<file path="src/cpsr_pkg.sv">
// What this block does
// - link error sets bit 7, read clears
// - bit 6 mirrors receiver interrupt pin, low active
// - bit 5 follows receiver lock
// - hot-plug event sets bit 4, read clears
// - bit 3 shows receiver detected
// - list loaded sets bit 2, authentication holds
// - list-accepted write clears bit 2
// - key vector loaded sets bit 1
// - non-repeater holds after key-ready until key accepted
// - key-accepted write clears bit 1
// - authentication pass sets bit 0
// - loss or restart clears bit 0
// - control bit 7 enables indirect-done interrupt
// - control bit 6 enables receiver-found interrupt
// - select bit delays receiver-found until lock
// - control bit 0 gates all interrupts globally
package cpsr_pkg;

  // ************************************************************
  // register offsets
  // ************************************************************
  localparam logic [7:0] OFS_STATUS = 8'hc4;
  localparam logic [7:0] OFS_INT_CTRL = 8'hc6;
  localparam logic [7:0] OFS_IRQ_STATUS = 8'hd0;
  localparam logic [7:0] OFS_IRQ_CLEAR = 8'hd1;
  localparam logic [7:0] OFS_HANDSHAKE = 8'hd2;
  localparam logic [7:0] OFS_CONFIG = 8'hd3;

  // ************************************************************
  // reset values
  // ************************************************************
  localparam logic [7:0] RST_BYTE = 8'h00;
  localparam logic RST_BIT = 1'b0;

  // ************************************************************
  // protection_status fields
  // ************************************************************
  localparam int ST_LINK_ERR = 7;
  localparam int ST_RX_IRQ = 6;
  localparam int ST_LOCK = 5;
  localparam int ST_HOTPLUG = 4;
  localparam int ST_DETECT = 3;
  localparam int ST_LIST_RDY = 2;
  localparam int ST_KEY_RDY = 1;
  localparam int ST_AUTH = 0;

  // ************************************************************
  // interrupt_control, irq status and clear fields
  // ************************************************************
  localparam int IC_INDIRECT = 7;
  localparam int IC_RX_FOUND = 6;
  localparam int IC_GLOBAL = 0;
  localparam logic [7:0] IRQ_SRC_MASK = 8'hc0;

  // ************************************************************
  // handshake and config fields
  // ************************************************************
  localparam int HS_LIST_OK = 5;
  localparam int HS_KEY_OK = 4;
  localparam int HS_RESTART = 0;
  localparam int CF_WAIT_LOCK = 0;

  // ************************************************************
  // authentication hold states
  // ************************************************************
  typedef enum logic [2:0] {
    CPSR_RUN = 3'b001,
    CPSR_WAIT_KEY = 3'b010,
    CPSR_WAIT_LIST = 3'b100
  } cpsr_hold_t;

endpackage : cpsr_pkg

</file>
<file path="src/cpsr_regs.sv">
`timescale 1ns/1ps
module cpsr_regs #(
  parameter int ADDR_W = 8,
  parameter int DATA_W = 8
) (
  input wire logic clock,
  input wire logic rstn,
  input wire logic [ADDR_W-1:0] addr,
  input wire logic [DATA_W-1:0] wdata,
  input wire logic wr,
  input wire logic rd,
  output logic [DATA_W-1:0] rdata_r,
  input wire logic link_channel_error,
  input wire logic receiver_irq_pin,
  input wire logic receiver_lock_seen,
  input wire logic downstream_hotplug_event,
  input wire logic receiver_detect,
  input wire logic key_list_loaded,
  input wire logic key_vector_loaded,
  input wire logic is_repeater,
  input wire logic auth_pass,
  input wire logic auth_lost,
  input wire logic indirect_done,
  output logic auth_hold_r,
  output logic key_list_accepted_r,
  output logic key_vector_accepted_r,
  output logic auth_restart_r,
  output logic irq_r
);

  // ************************************************************
  // bus decode
  // ************************************************************
  logic wr_handshake;
  logic wr_clear;
  logic wr_int_ctrl;
  logic wr_config;
  logic rd_status;
  logic list_ok_wr;
  logic key_ok_wr;
  logic restart_wr;

  assign wr_handshake = wr && (addr == cpsr_pkg::OFS_HANDSHAKE);
  assign wr_clear = wr && (addr == cpsr_pkg::OFS_IRQ_CLEAR);
  assign wr_int_ctrl = wr && (addr == cpsr_pkg::OFS_INT_CTRL);
  assign wr_config = wr && (addr == cpsr_pkg::OFS_CONFIG);
  assign rd_status = rd && (addr == cpsr_pkg::OFS_STATUS);
  assign list_ok_wr = wr_handshake && wdata[cpsr_pkg::HS_LIST_OK];
  assign key_ok_wr = wr_handshake && wdata[cpsr_pkg::HS_KEY_OK];
  assign restart_wr = wr_handshake && wdata[cpsr_pkg::HS_RESTART];

  // ************************************************************
  // software registers
  // ************************************************************
  logic [7:0] int_ctrl_r;
  logic wait_lock_sel_r;

  always_ff @(posedge clock or negedge rstn) begin
    if (!rstn) begin
      int_ctrl_r <= cpsr_pkg::RST_BYTE;
    end else if (wr_int_ctrl) begin
      int_ctrl_r <= wdata[7:0];
    end
  end

  always_ff @(posedge clock or negedge rstn) begin
    if (!rstn) begin
      wait_lock_sel_r <= cpsr_pkg::RST_BIT;
    end else if (wr_config) begin
      wait_lock_sel_r <= wdata[cpsr_pkg::CF_WAIT_LOCK];
    end
  end

  // ************************************************************
  // status register
  // ************************************************************
  logic link_err_r;
  logic rx_irq_r;
  logic lock_r;
  logic hotplug_r;
  logic detect_r;
  logic list_rdy_r;
  logic key_rdy_r;
  logic auth_r;
  logic [7:0] status;

  // live levels are flopped so a read sees a stable value
  always_ff @(posedge clock or negedge rstn) begin
    if (!rstn) begin
      rx_irq_r <= cpsr_pkg::RST_BIT;
      lock_r <= cpsr_pkg::RST_BIT;
      detect_r <= cpsr_pkg::RST_BIT;
    end else begin
      rx_irq_r <= receiver_irq_pin;
      lock_r <= receiver_lock_seen;
      detect_r <= receiver_detect;
    end
  end

  // clear on read; an event in the read cycle survives
  always_ff @(posedge clock or negedge rstn) begin
    if (!rstn) begin
      link_err_r <= cpsr_pkg::RST_BIT;
    end else if (link_channel_error) begin
      link_err_r <= 1'b1;
    end else if (rd_status) begin
      link_err_r <= 1'b0;
    end
  end

  always_ff @(posedge clock or negedge rstn) begin
    if (!rstn) begin
      hotplug_r <= cpsr_pkg::RST_BIT;
    end else if (downstream_hotplug_event) begin
      hotplug_r <= 1'b1;
    end else if (rd_status) begin
      hotplug_r <= 1'b0;
    end
  end

  always_ff @(posedge clock or negedge rstn) begin
    if (!rstn) begin
      list_rdy_r <= cpsr_pkg::RST_BIT;
    end else if (key_list_loaded) begin
      list_rdy_r <= 1'b1;
    end else if (list_ok_wr || restart_wr) begin
      list_rdy_r <= 1'b0;
    end
  end

  always_ff @(posedge clock or negedge rstn) begin
    if (!rstn) begin
      key_rdy_r <= cpsr_pkg::RST_BIT;
    end else if (key_vector_loaded) begin
      key_rdy_r <= 1'b1;
    end else if (key_ok_wr || restart_wr) begin
      key_rdy_r <= 1'b0;
    end
  end

  always_ff @(posedge clock or negedge rstn) begin
    if (!rstn) begin
      auth_r <= cpsr_pkg::RST_BIT;
    end else if (auth_pass) begin
      auth_r <= 1'b1;
    end else if (auth_lost || restart_wr) begin
      auth_r <= 1'b0;
    end
  end

  always_comb begin
    status = cpsr_pkg::RST_BYTE;
    status[cpsr_pkg::ST_LINK_ERR] = link_err_r;
    status[cpsr_pkg::ST_RX_IRQ] = rx_irq_r;
    status[cpsr_pkg::ST_LOCK] = lock_r;
    status[cpsr_pkg::ST_HOTPLUG] = hotplug_r;
    status[cpsr_pkg::ST_DETECT] = detect_r;
    status[cpsr_pkg::ST_LIST_RDY] = list_rdy_r;
    status[cpsr_pkg::ST_KEY_RDY] = key_rdy_r;
    status[cpsr_pkg::ST_AUTH] = auth_r;
  end

  // ************************************************************
  // authentication hold
  // ************************************************************
  cpsr_pkg::cpsr_hold_t hold_r;
  cpsr_pkg::cpsr_hold_t hold_nxt;

  always_comb begin
    hold_nxt = hold_r;
    case (hold_r)
      cpsr_pkg::CPSR_RUN: begin
        if (key_list_loaded) begin
          hold_nxt = cpsr_pkg::CPSR_WAIT_LIST;
        end else if (key_vector_loaded && !is_repeater) begin
          hold_nxt = cpsr_pkg::CPSR_WAIT_KEY;
        end
      end
      cpsr_pkg::CPSR_WAIT_KEY: begin
        if (key_ok_wr) begin
          hold_nxt = cpsr_pkg::CPSR_RUN;
        end
      end
      cpsr_pkg::CPSR_WAIT_LIST: begin
        if (list_ok_wr) begin
          hold_nxt = cpsr_pkg::CPSR_RUN;
        end
      end
      default: begin
        hold_nxt = cpsr_pkg::CPSR_RUN;
      end
    endcase
    if (restart_wr) begin
      hold_nxt = cpsr_pkg::CPSR_RUN;
    end
  end

  always_ff @(posedge clock or negedge rstn) begin
    if (!rstn) begin
      hold_r <= cpsr_pkg::CPSR_RUN;
      auth_hold_r <= cpsr_pkg::RST_BIT;
    end else begin
      hold_r <= hold_nxt;
      auth_hold_r <= (hold_nxt != cpsr_pkg::CPSR_RUN);
    end
  end

  // handshake pulses toward the authentication engine
  always_ff @(posedge clock or negedge rstn) begin
    if (!rstn) begin
      key_list_accepted_r <= cpsr_pkg::RST_BIT;
      key_vector_accepted_r <= cpsr_pkg::RST_BIT;
      auth_restart_r <= cpsr_pkg::RST_BIT;
    end else begin
      key_list_accepted_r <= list_ok_wr;
      key_vector_accepted_r <= key_ok_wr;
      auth_restart_r <= restart_wr;
    end
  end

  // ************************************************************
  // interrupts
  // ************************************************************
  logic found_lvl;
  logic found_prev_r;
  logic [7:0] irq_stat_r;
  logic [7:0] irq_set;

  // with the select set, detection only counts once lock is seen
  assign found_lvl = detect_r && (!wait_lock_sel_r || lock_r);

  always_ff @(posedge clock or negedge rstn) begin
    if (!rstn) begin
      found_prev_r <= cpsr_pkg::RST_BIT;
    end else begin
      found_prev_r <= found_lvl;
    end
  end

  always_comb begin
    irq_set = cpsr_pkg::RST_BYTE;
    irq_set[cpsr_pkg::IC_INDIRECT] = indirect_done;
    irq_set[cpsr_pkg::IC_RX_FOUND] = found_lvl && !found_prev_r;
  end

  // write one to clear; a new event in that cycle wins
  always_ff @(posedge clock or negedge rstn) begin
    if (!rstn) begin
      irq_stat_r <= cpsr_pkg::RST_BYTE;
    end else if (wr_clear) begin
      irq_stat_r <= irq_set | (irq_stat_r & ~wdata[7:0]);
    end else begin
      irq_stat_r <= irq_set | irq_stat_r;
    end
  end

  always_ff @(posedge clock or negedge rstn) begin
    if (!rstn) begin
      irq_r <= cpsr_pkg::RST_BIT;
    end else begin
      irq_r <= int_ctrl_r[cpsr_pkg::IC_GLOBAL] &&
               (|(irq_stat_r & int_ctrl_r & cpsr_pkg::IRQ_SRC_MASK));
    end
  end

  // ************************************************************
  // read data
  // ************************************************************
  always_ff @(posedge clock or negedge rstn) begin
    if (!rstn) begin
      rdata_r <= '0;
    end else if (!rd) begin
      rdata_r <= '0;
    end else if (addr == cpsr_pkg::OFS_STATUS) begin
      rdata_r <= DATA_W'(status);
    end else if (addr == cpsr_pkg::OFS_INT_CTRL) begin
      rdata_r <= DATA_W'(int_ctrl_r);
    end else if (addr == cpsr_pkg::OFS_IRQ_STATUS) begin
      rdata_r <= DATA_W'(irq_stat_r);
    end else if (addr == cpsr_pkg::OFS_CONFIG) begin
      rdata_r <= DATA_W'({7'h00, wait_lock_sel_r});
    end else begin
      rdata_r <= '0;
    end
  end

endmodule : cpsr_regs

</file>
<file path="config.mk">
export PLATFORM = sky130hd
export DESIGN_NAME = cpsr_regs
export DESIGN_NICKNAME = d
export VERILOG_FILES = /design/src/cpsr_pkg.sv /design/src/cpsr_regs.sv
export SDC_FILE = /design/constraint.sdc
export NUM_CORES = 1
export LEC_CHECK = 0
export ABC_AREA = 1
export ABC_CLOCK_PERIOD_IN_PS = 1300
export BUFFER_PORTS_ARGS = -buffer_cell sky130_fd_sc_hd__buf_2
export CAP_MARGIN = 5
export CORE_ASPECT_RATIO = 0.5
export CORE_MARGIN = 4
export CORE_UTILIZATION = 30
export DETAILED_ROUTE_END_ITERATION = 10
export PLACE_DENSITY = 0.6
export SYNTH_ARGS = -nofsm -noshare
export SYNTH_HDL_FRONTEND = slang
export SYNTH_SLANG_ARGS = --single-unit
</file>
<file path="constraint.sdc">
create_clock -name clock -period 1.3 [get_ports clock]
set_input_delay 0.325 -clock clock [delete_from_list [all_inputs] [get_ports clock]]
set_output_delay 0.325 -clock clock [all_outputs]
set_load 0.03 [all_outputs]
</file>
Word level (Yosys, flattened, before mapping)
Cells that the tools add are included.
Cells by class
  eq/ne operators: 10
  multiplexer cells: 21
  bitwise operators: 5
  reduce and logical (&&, ||, !) cells: 25
Operators by type and width (number)
  8-bit == test (second input constant): 6
  8-bit 2-to-1 mux: 5
  8-bit bitwise AND: 2
  8-bit bitwise OR: 2
  3-bit 2-to-1 mux: 5
  1-bit logical AND: 12
  1-bit 2-to-1 mux: 10
  2-bit nonzero test: 5
  3-bit one-hot mux with 3 select lines: 1
  8-bit inverter: 1
  1-bit logical OR: 4
  3-bit by 1-bit == test with 1-bit output (second input constant): 1
  3-bit by 2-bit == test with 1-bit output (second input constant): 1
  3-bit == test (second input constant): 1
  1-bit logical NOT: 3
  3-bit by 1-bit != test with 1-bit output (second input constant): 1
  2-bit OR reduction: 1
Storage, ports and cells
  flip-flop bits (word level): 42
  bits of input ports: 31
  output and inout port bits: 13
  word-level logic and storage cells: 80

Depth between registers and ports, before layout
Gate-level depths: netlist (run 1).
  depth after elaboration: 7
  depth in mapped cells: 9
  mapped depth without buffers: 9

Least setup slack after synthesis (run 1)
No wires, ideal clock.
  kind: input to register
  start point: input port addr[7]
  end point: register int_ctrl_r[0]
  setup time: 0.126 ns
  arrival time: 1.075 ns
  data required time: 1.174 ns
  setup slack: 0.099 ns
  cell stages on the path: 6
  path buffers: 1
  cell sequence: nand2_2 > nor3_4 > nand2_4 > nor2_4 > buf_6 > o21ai_0
Between the ends
  word-level cells in the longest chain between the ends: 2
RTL lines
  start: declaration: line cpsr_regs.sv:8  | input wire logic [ADDR_W-1:0] addr,
  8-bit == test: line cpsr_regs.sv:45  | assign wr_int_ctrl = wr && (addr == cpsr_pkg::OFS_INT_CTRL);
  1-bit logical AND: line cpsr_regs.sv:45
  end signal: assignment: line cpsr_regs.sv:60  | int_ctrl_r <= cpsr_pkg::RST_BYTE;
  end signal: assignment: line cpsr_regs.sv:62  | int_ctrl_r <= wdata[7:0];
  end: declaration: line cpsr_regs.sv:55  | logic [7:0] int_ctrl_r;
Every way passes these cells.
A chain may end at the register's enable or synchronous reset.

Final worst setup path (run 1)
  start point: register rdata_r[5]
  end point: output port rdata_r[5]
RTL lines
  start: declaration: line cpsr_regs.sv:12  | output logic [DATA_W-1:0] rdata_r,
  start signal: assignment: line cpsr_regs.sv:275  | rdata_r <= DATA_W'(status);
  start signal: assignment: line cpsr_regs.sv:277  | rdata_r <= DATA_W'(int_ctrl_r);
  start signal: assignment: line cpsr_regs.sv:279  | rdata_r <= DATA_W'(irq_stat_r);
No word-level cell between the ends.

==> results of run 1 <==
stage by stage:
stage          power (mW)  setup slack (ns)  cells  utilization, %
2_1_floorplan        1.73            0.0988    226               -
3_3_place_gp         1.92           -0.0532    374            39.0
3_5_place_dp         1.93            -0.114    374            39.0
4_1_cts              3.56             0.127    383            42.3
5_1_grt              3.66            0.0672    383            42.3
6_report             3.52             0.137    383            42.3
layer usage:
layer / part of all wire (%) / GRT usage [%] / vias up
met5: 0 / 0 / -
met3: 2.9 / 2.88 / 6
li1: - / - / 856
met2: 50 / 22.4 / 21
met1: 46 / 16.0 / 795
met4: 1.1 / 3.63 / 0
flip-flops by register name (all words and copies together) (netlist names), 3 cells and up:
| register | count |
|---|---|
| int_ctrl_r | 8 |
| irq_stat_r | 8 |
| rdata_r | 8 |
| hold_r | 3 |
cells in the final DEF, fill, tap and decap left out:
cell / synthesis / routed
nor2_4: 3 / 3
nand2_4: 1 / 1
or2_2: 1 / 1
nor2_1: 11 / 11
nand3_1: 37 / 37
dfrtp_1: 41 / 41
nor3_1: 1 / 1
buf_12: 0 / 1
a21boi_0: 6 / 6
inv_1: 35 / 35
nand4_1: 5 / 5
clkinv_4: 0 / 1
nor3_4: 1 / 1
bufinv_16: 0 / 2
nand2_2: 2 / 2
dfstp_2: 1 / 1
o21ai_2: 2 / 2
buf_4: 1 / 19
a21oi_1: 3 / 3
o21ai_0: 8 / 8
buf_2: 0 / 43
inv_2: 1 / 1
o21a_1: 1 / 1
and2_1: 1 / 1
nand2_1: 57 / 57
clkbuf_16: 0 / 5
dlygate4sd3_1: 0 / 1
nor2_2: 2 / 2
a21o_1: 1 / 1
o21bai_1: 2 / 2
kinds of logic (layout without fill, tap and decap cells):
logic type	Yosys count	count (layout)	share of synthesized area (%)
DFF	42	42	54.4
AOI/OAI and AO/OA	23	23	7.64
buffers and inverters	39	108	8.16
and+or+nand+nor	122	122	29.8
path summary, 6_finish.rpt:
| kind | start | to | slack, ns | depth (start not counted) |
|---|---|---|---|---|
| worst min register to register | rx_irq_r | rdata_r[6] | 0.45 | 2 |
| worst max-delay path | rdata_r[5] | rdata_r[5] | 0.14 | 1 |
| max in group asynchronous | rstn | int_ctrl_r[4] | 0.34 | 3 |
| min in group asynchronous | rstn | hotplug_r | 0.49 | 2 |
| worst min-delay path | receiver_detect | detect_r | 0.14 | 1 |
| worst max register to register | hold_r[0] | hold_r[0] | 0.22 | 5 |
area by class of cell:
| cell class | count | share of cell area, % |
|---|---|---|
| clock buffer | 5 | 4.81 |
| tap | 88 | 4.23 |
| timing repair buffer | 64 | 14.9 |
| inverter | 36 | 5.19 |
| clock inverter | 3 | 2.64 |
| sequential | 42 | 40.4 |
| multi-input combinational | 145 | 27.8 |
power by group:
part	switching [mW]	internal, mW	total (mW)	leakage [nW]
clock network	0.509	1.10	1.61	0.0940
logic	0.295	0.177	0.472	0.869
registers	0.0342	1.40	1.44	0.508
what timing repair did:
action                                  in CTS  in global routing
hold endpoints to repair                    13                  0
hold buffers                                 1                  0
endpoints found under the setup margin       0                  0
==> results.toml, run 1 <==
[worst_setup_path]
crit_path_max_fanout = 1
cpPeakStageDelay_ns = 0.38
arrival_ns = 0.84
worstPathCellList = "buf_2"
path_class = "register to output port"
slowest_stage = "dfrtp_1"
setup.worst_path.start_class = "register"
cp_data_required_time_ns = 0.98
cpLargestDelayFamily = "flip-flops"
crit_path_end_kind = "output port"
path_buf_inv = 1

[synth]
synth_area_leader_cell = "dfrtp_1"
synth_common_cells = "57 x nand2_1, 41 x dfrtp_1, 37 x nand3_1"
synthCells = 226
synth_seq_cells = 42
ys_top_cells_by_area = "dfrtp_1 53%, nand2_1 11%, nand3_1 9.6%"
yosysWarningCount = 0
synth-main-ff-cell = "dfrtp_1"
yosysSeqAreaShare_pct = 54.4
synth_area_um2 = 1930
syn_area_per_cell_um2 = 8.55
yosysMostFrequentCell = "nand2_1"
synth_fp_nets = 257
synthArstFlopShare_pct = 100
synth_edf_count = 0
ys_types = 26
synthDominantCellAreaShare_pct = 53.1

[final_layout]
multi_input_area_um2 = 723
layout.nets = 325
area_delta_synth_final_pct = 34.6
final_cell_area_um2 = 2600
regArea_um2 = 1050
final.fill_count = 626
drive_gt1_share_pct = 28.8
diodes = 0

[sta]
finalHoldViolations = 0
relSlewSlack_pct = 74.3
finalSetupTns_ns = 0
finalCritPeriodShare_pct = 89.5
rsz0062_at_grt = "false"
fin_crit_ns = 1.16
fmax_ghz = 0.860
worst_pin_slew_ns = 0.386
hold-worst-slack_ns = 0.143
final-setup-viol-count = 0
skew_ns = 0.00553
final_max_slew_viol_count = 0

[clocking]
cts-resized-gates = 0
numCtsBuffers = 5
clock_sinks = 42
cts_buffer_depth = 2
post_cts_buffers = 0
cts-htree-levels = 2
cts_root_buf = "clkbuf_16"
cts_tree = "done"
cts.clk_slew.worst_paths_ns = 0.06
worstSkewPairLatency_ns = 0.28

[job]
drv_cap = 0

[grt]
groute.usage.overall_pct = 12.8
antenna_found_initial = 0
overflow = 0
grt_pass1_vias = 1783
grt_pass1_wl_mm = 8.02
grt_max_degree = 29

[drt]
via_count = 1678
ant_nets = 0
first_iter_violations = 38
routed_wl_mm = 4.63
via_per_inst = 4.38
dr.pass1.iters = 4
wl_per_cell_um = 12.1
drc_errors = 0

[floorplanning]
die-width_um = 122
initial_utilization_pct = 31.4
io_pins = 44
fp.dieArea_um2 = 7870
rows = 20
coreArea_um2 = 6160
die_h_um = 64.8

[placed_design]
port_buffers = 43
dpl_cell_area_um2 = 2400
gp_congestion = 0.865
dpl.hpwl_mm = 3.69

[min_path]
min_path_type = "input pin to register"

[power]
peakVddDrop_v = 0.000650
p_per_area_nw_per_um2 = 1350
p_leak_nw = 1.47

[status]
outcome = "completed"
No activity file was read; power rests on OpenSTA's default activity.
==> inputs of run 2 (changes only) <==
- CORE_MARGIN: 4 -> unset
==> run 2 against run 1 <==
Sequential share of layout area barely moved. Fmax rose by 0.87%. Non-clock buffer count rose by 2. Count of clock-buffer cells in the layout rose by 1. Clock skew barely moved. Core utilization rose by 0.13 points. Register-to-register slack got worse by 0.03 ns. Global-route usage rose by 2.0 points. Sequential cell count did not move. Via count rose by 2.2%. Critical path type unchanged. Critical endpoint is now rdata_r[1]. Largest cell class unchanged. Largest power group is now registers.
==> results.toml, run 2 (synthesized netlist as in run 1, its figures left out) <==
[status]
outcome = "completed"

[min_path]
min_path_type = "input pin to register"
min_path_cells = 1

[sta]
finalHoldViolations = 0
setup_ws_ns = 0.147
worst_pin_slew_ns = 0.322
final-setup-viol-count = 0
hold-worst-slack_ns = 0.146
relSlewSlack_pct = 78.3
fmax_ghz = 0.867
rsz0062_at_grt = "false"
finalSetupTns_ns = 0
finalCritPeriodShare_pct = 88.7
final_max_slew_viol_count = 0
skew_ns = 0.00506
fin_crit_ns = 1.15

[worst_setup_path]
slowest_stage = "dfrtp_1"
arrival_ns = 0.83
cpPeakStageDelay_ns = 0.37
ff2ff_path_depth = 5
path_buf_inv = 1
cp_data_required_time_ns = 0.98
setup.worst_path.start_class = "register"
cpLargestDelayFamily = "flip-flops"
worstPathCellList = "buf_2"
crit_path_end_kind = "output port"
worstSetupPathDepth = 1
path_class = "register to output port"
crit_path_max_fanout = 1

[drt]
ant_nets = 0
via_count = 1715
wl_per_cell_um = 11.8
first_iter_violations = 70
via_per_inst = 4.45
drc_errors = 0
routed_wl_mm = 4.55
dr.pass1.iters = 4

[clocking]
cts_tree = "done"
numCtsBuffers = 5
clock_sinks = 42
post_cts_buffers = 0
cts.clk_slew.worst_paths_ns = 0.06
cts-htree-levels = 2
worstSkewPairLatency_ns = 0.28
cts_buffer_depth = 2
cts_root_buf = "clkbuf_16"

[floorplanning]
initial_utilization_pct = 31.5
die_h_um = 58.8
die-width_um = 116
fp.dieArea_um2 = 6790
io_pins = 44
coreArea_um2 = 6130
rows = 20

[grt]
antenna_found_initial = 0
overflow = 0
groute.usage.overall_pct = 14.8
grt_pass1_wl_mm = 7.42
grt_max_degree = 23
grt_pass1_vias = 1576

[placed_design]
port_buffers = 43
pre_cts_ws_ns = -0.140
gp_congestion = 0.841
dpl.hpwl_mm = 3.66

[final_layout]
final_common_cell = "nand2_1"
multi_input_area_um2 = 723
fin_util_pct = 42.4
drive_gt1_share_pct = 29.3
area_delta_synth_final_pct = 34.5
layout_common_cells = "57 x nand2_1, 43 x buf_2, 41 x dfrtp_1"
final.fill_count = 616
reg_top3 = "int_ctrl_r: 8 flops, irq_stat_r: 8 flops, rdata_r: 8 flops"
regArea_um2 = 1050
layout.nets = 327
diodes = 0

[job]
drv_cap = 0

[power]
combPwrFrac_pct = 15.1
p_int_mw = 2.34
p_sw_share_pct = 25.8
p_per_area_nw_per_um2 = 1220
pwr-share-clk_pct = 39.4
p_leak_nw = 1.47
seqPwrFrac_pct = 45.5
peakVddDrop_v = 0.000550
p_switching_mw = 0.817
[run 2: changes by cell type in the layout (fill, tap and decap cells not counted)]
| cell | before | now |
|---|---|---|
| clkbuf_8 | 0 | 1 |
| clkinvlp_4 | 0 | 1 |
| buf_12 | 1 | 3 |
| clkinv_2 | 0 | 1 |
| clkinv_4 | 1 | 0 |
| bufinv_16 | 2 | 0 |
[run 2: cell type report]
class                   count  share of cell area [%]
flip-flops and latches     42                    40.5
inverters                  36                    5.20
well taps                  88                    4.23
clock buffers               6                    5.34
multi-input cells         145                    27.8
repair buffers             66                    16.5
clock inverters             2                   0.481
[run 2: what timing repair did]
| action | in CTS | in global routing |
|---|---|---|
| resized for setup | 0 | 0 |
| endpoints found under the hold margin | 10 | 0 |
| hold buffers | 1 | 0 |
| endpoints found under the setup margin | 0 | 0 |
[run 2: path summary, 6_finish.rpt]
check / start / endpoint / slack (ns)
max: rdata_r[1] / rdata_r[1] / 0.15
min: receiver_lock_seen / lock_r / 0.15
min in group asynchronous: rstn / rdata_r[4] / 0.47
max in group asynchronous: rstn / int_ctrl_r[2] / 0.37
max reg2reg: hold_r[0] / hold_r[0] / 0.19
min reg2reg: rx_irq_r / rdata_r[6] / 0.46
[run 2: metal layers]
layer,vias up,wire length [um],global-route usage [%]
met4,0,38,4.45
met1,819,1970,18.9
met2,30,2270,24.8
met3,4,274,4.33
li1,862,-,-
met5,-,0,0
[run 2: power by group through the flow]
stage / logic [mW] / registers [mW] / clock network, mW
2_1_floorplan: 0.235 / 1.50 / 0
3_3_place_gp: 0.465 / 1.46 / 0
3_5_place_dp: 0.481 / 1.46 / 0
4_1_cts: 0.484 / 1.44 / 1.27
5_1_grt: 0.532 / 1.45 / 1.33
6_report: 0.476 / 1.44 / 1.25
[run 2: metrics by stage]
step	total power, mW	cells	instance area, um^2
floorplan	1.73	226	1930
global placement	1.92	376	2440
detailed placement	1.94	376	2440
CTS	3.19	385	2600
global route	3.31	385	2600
finish	3.16	385	2600
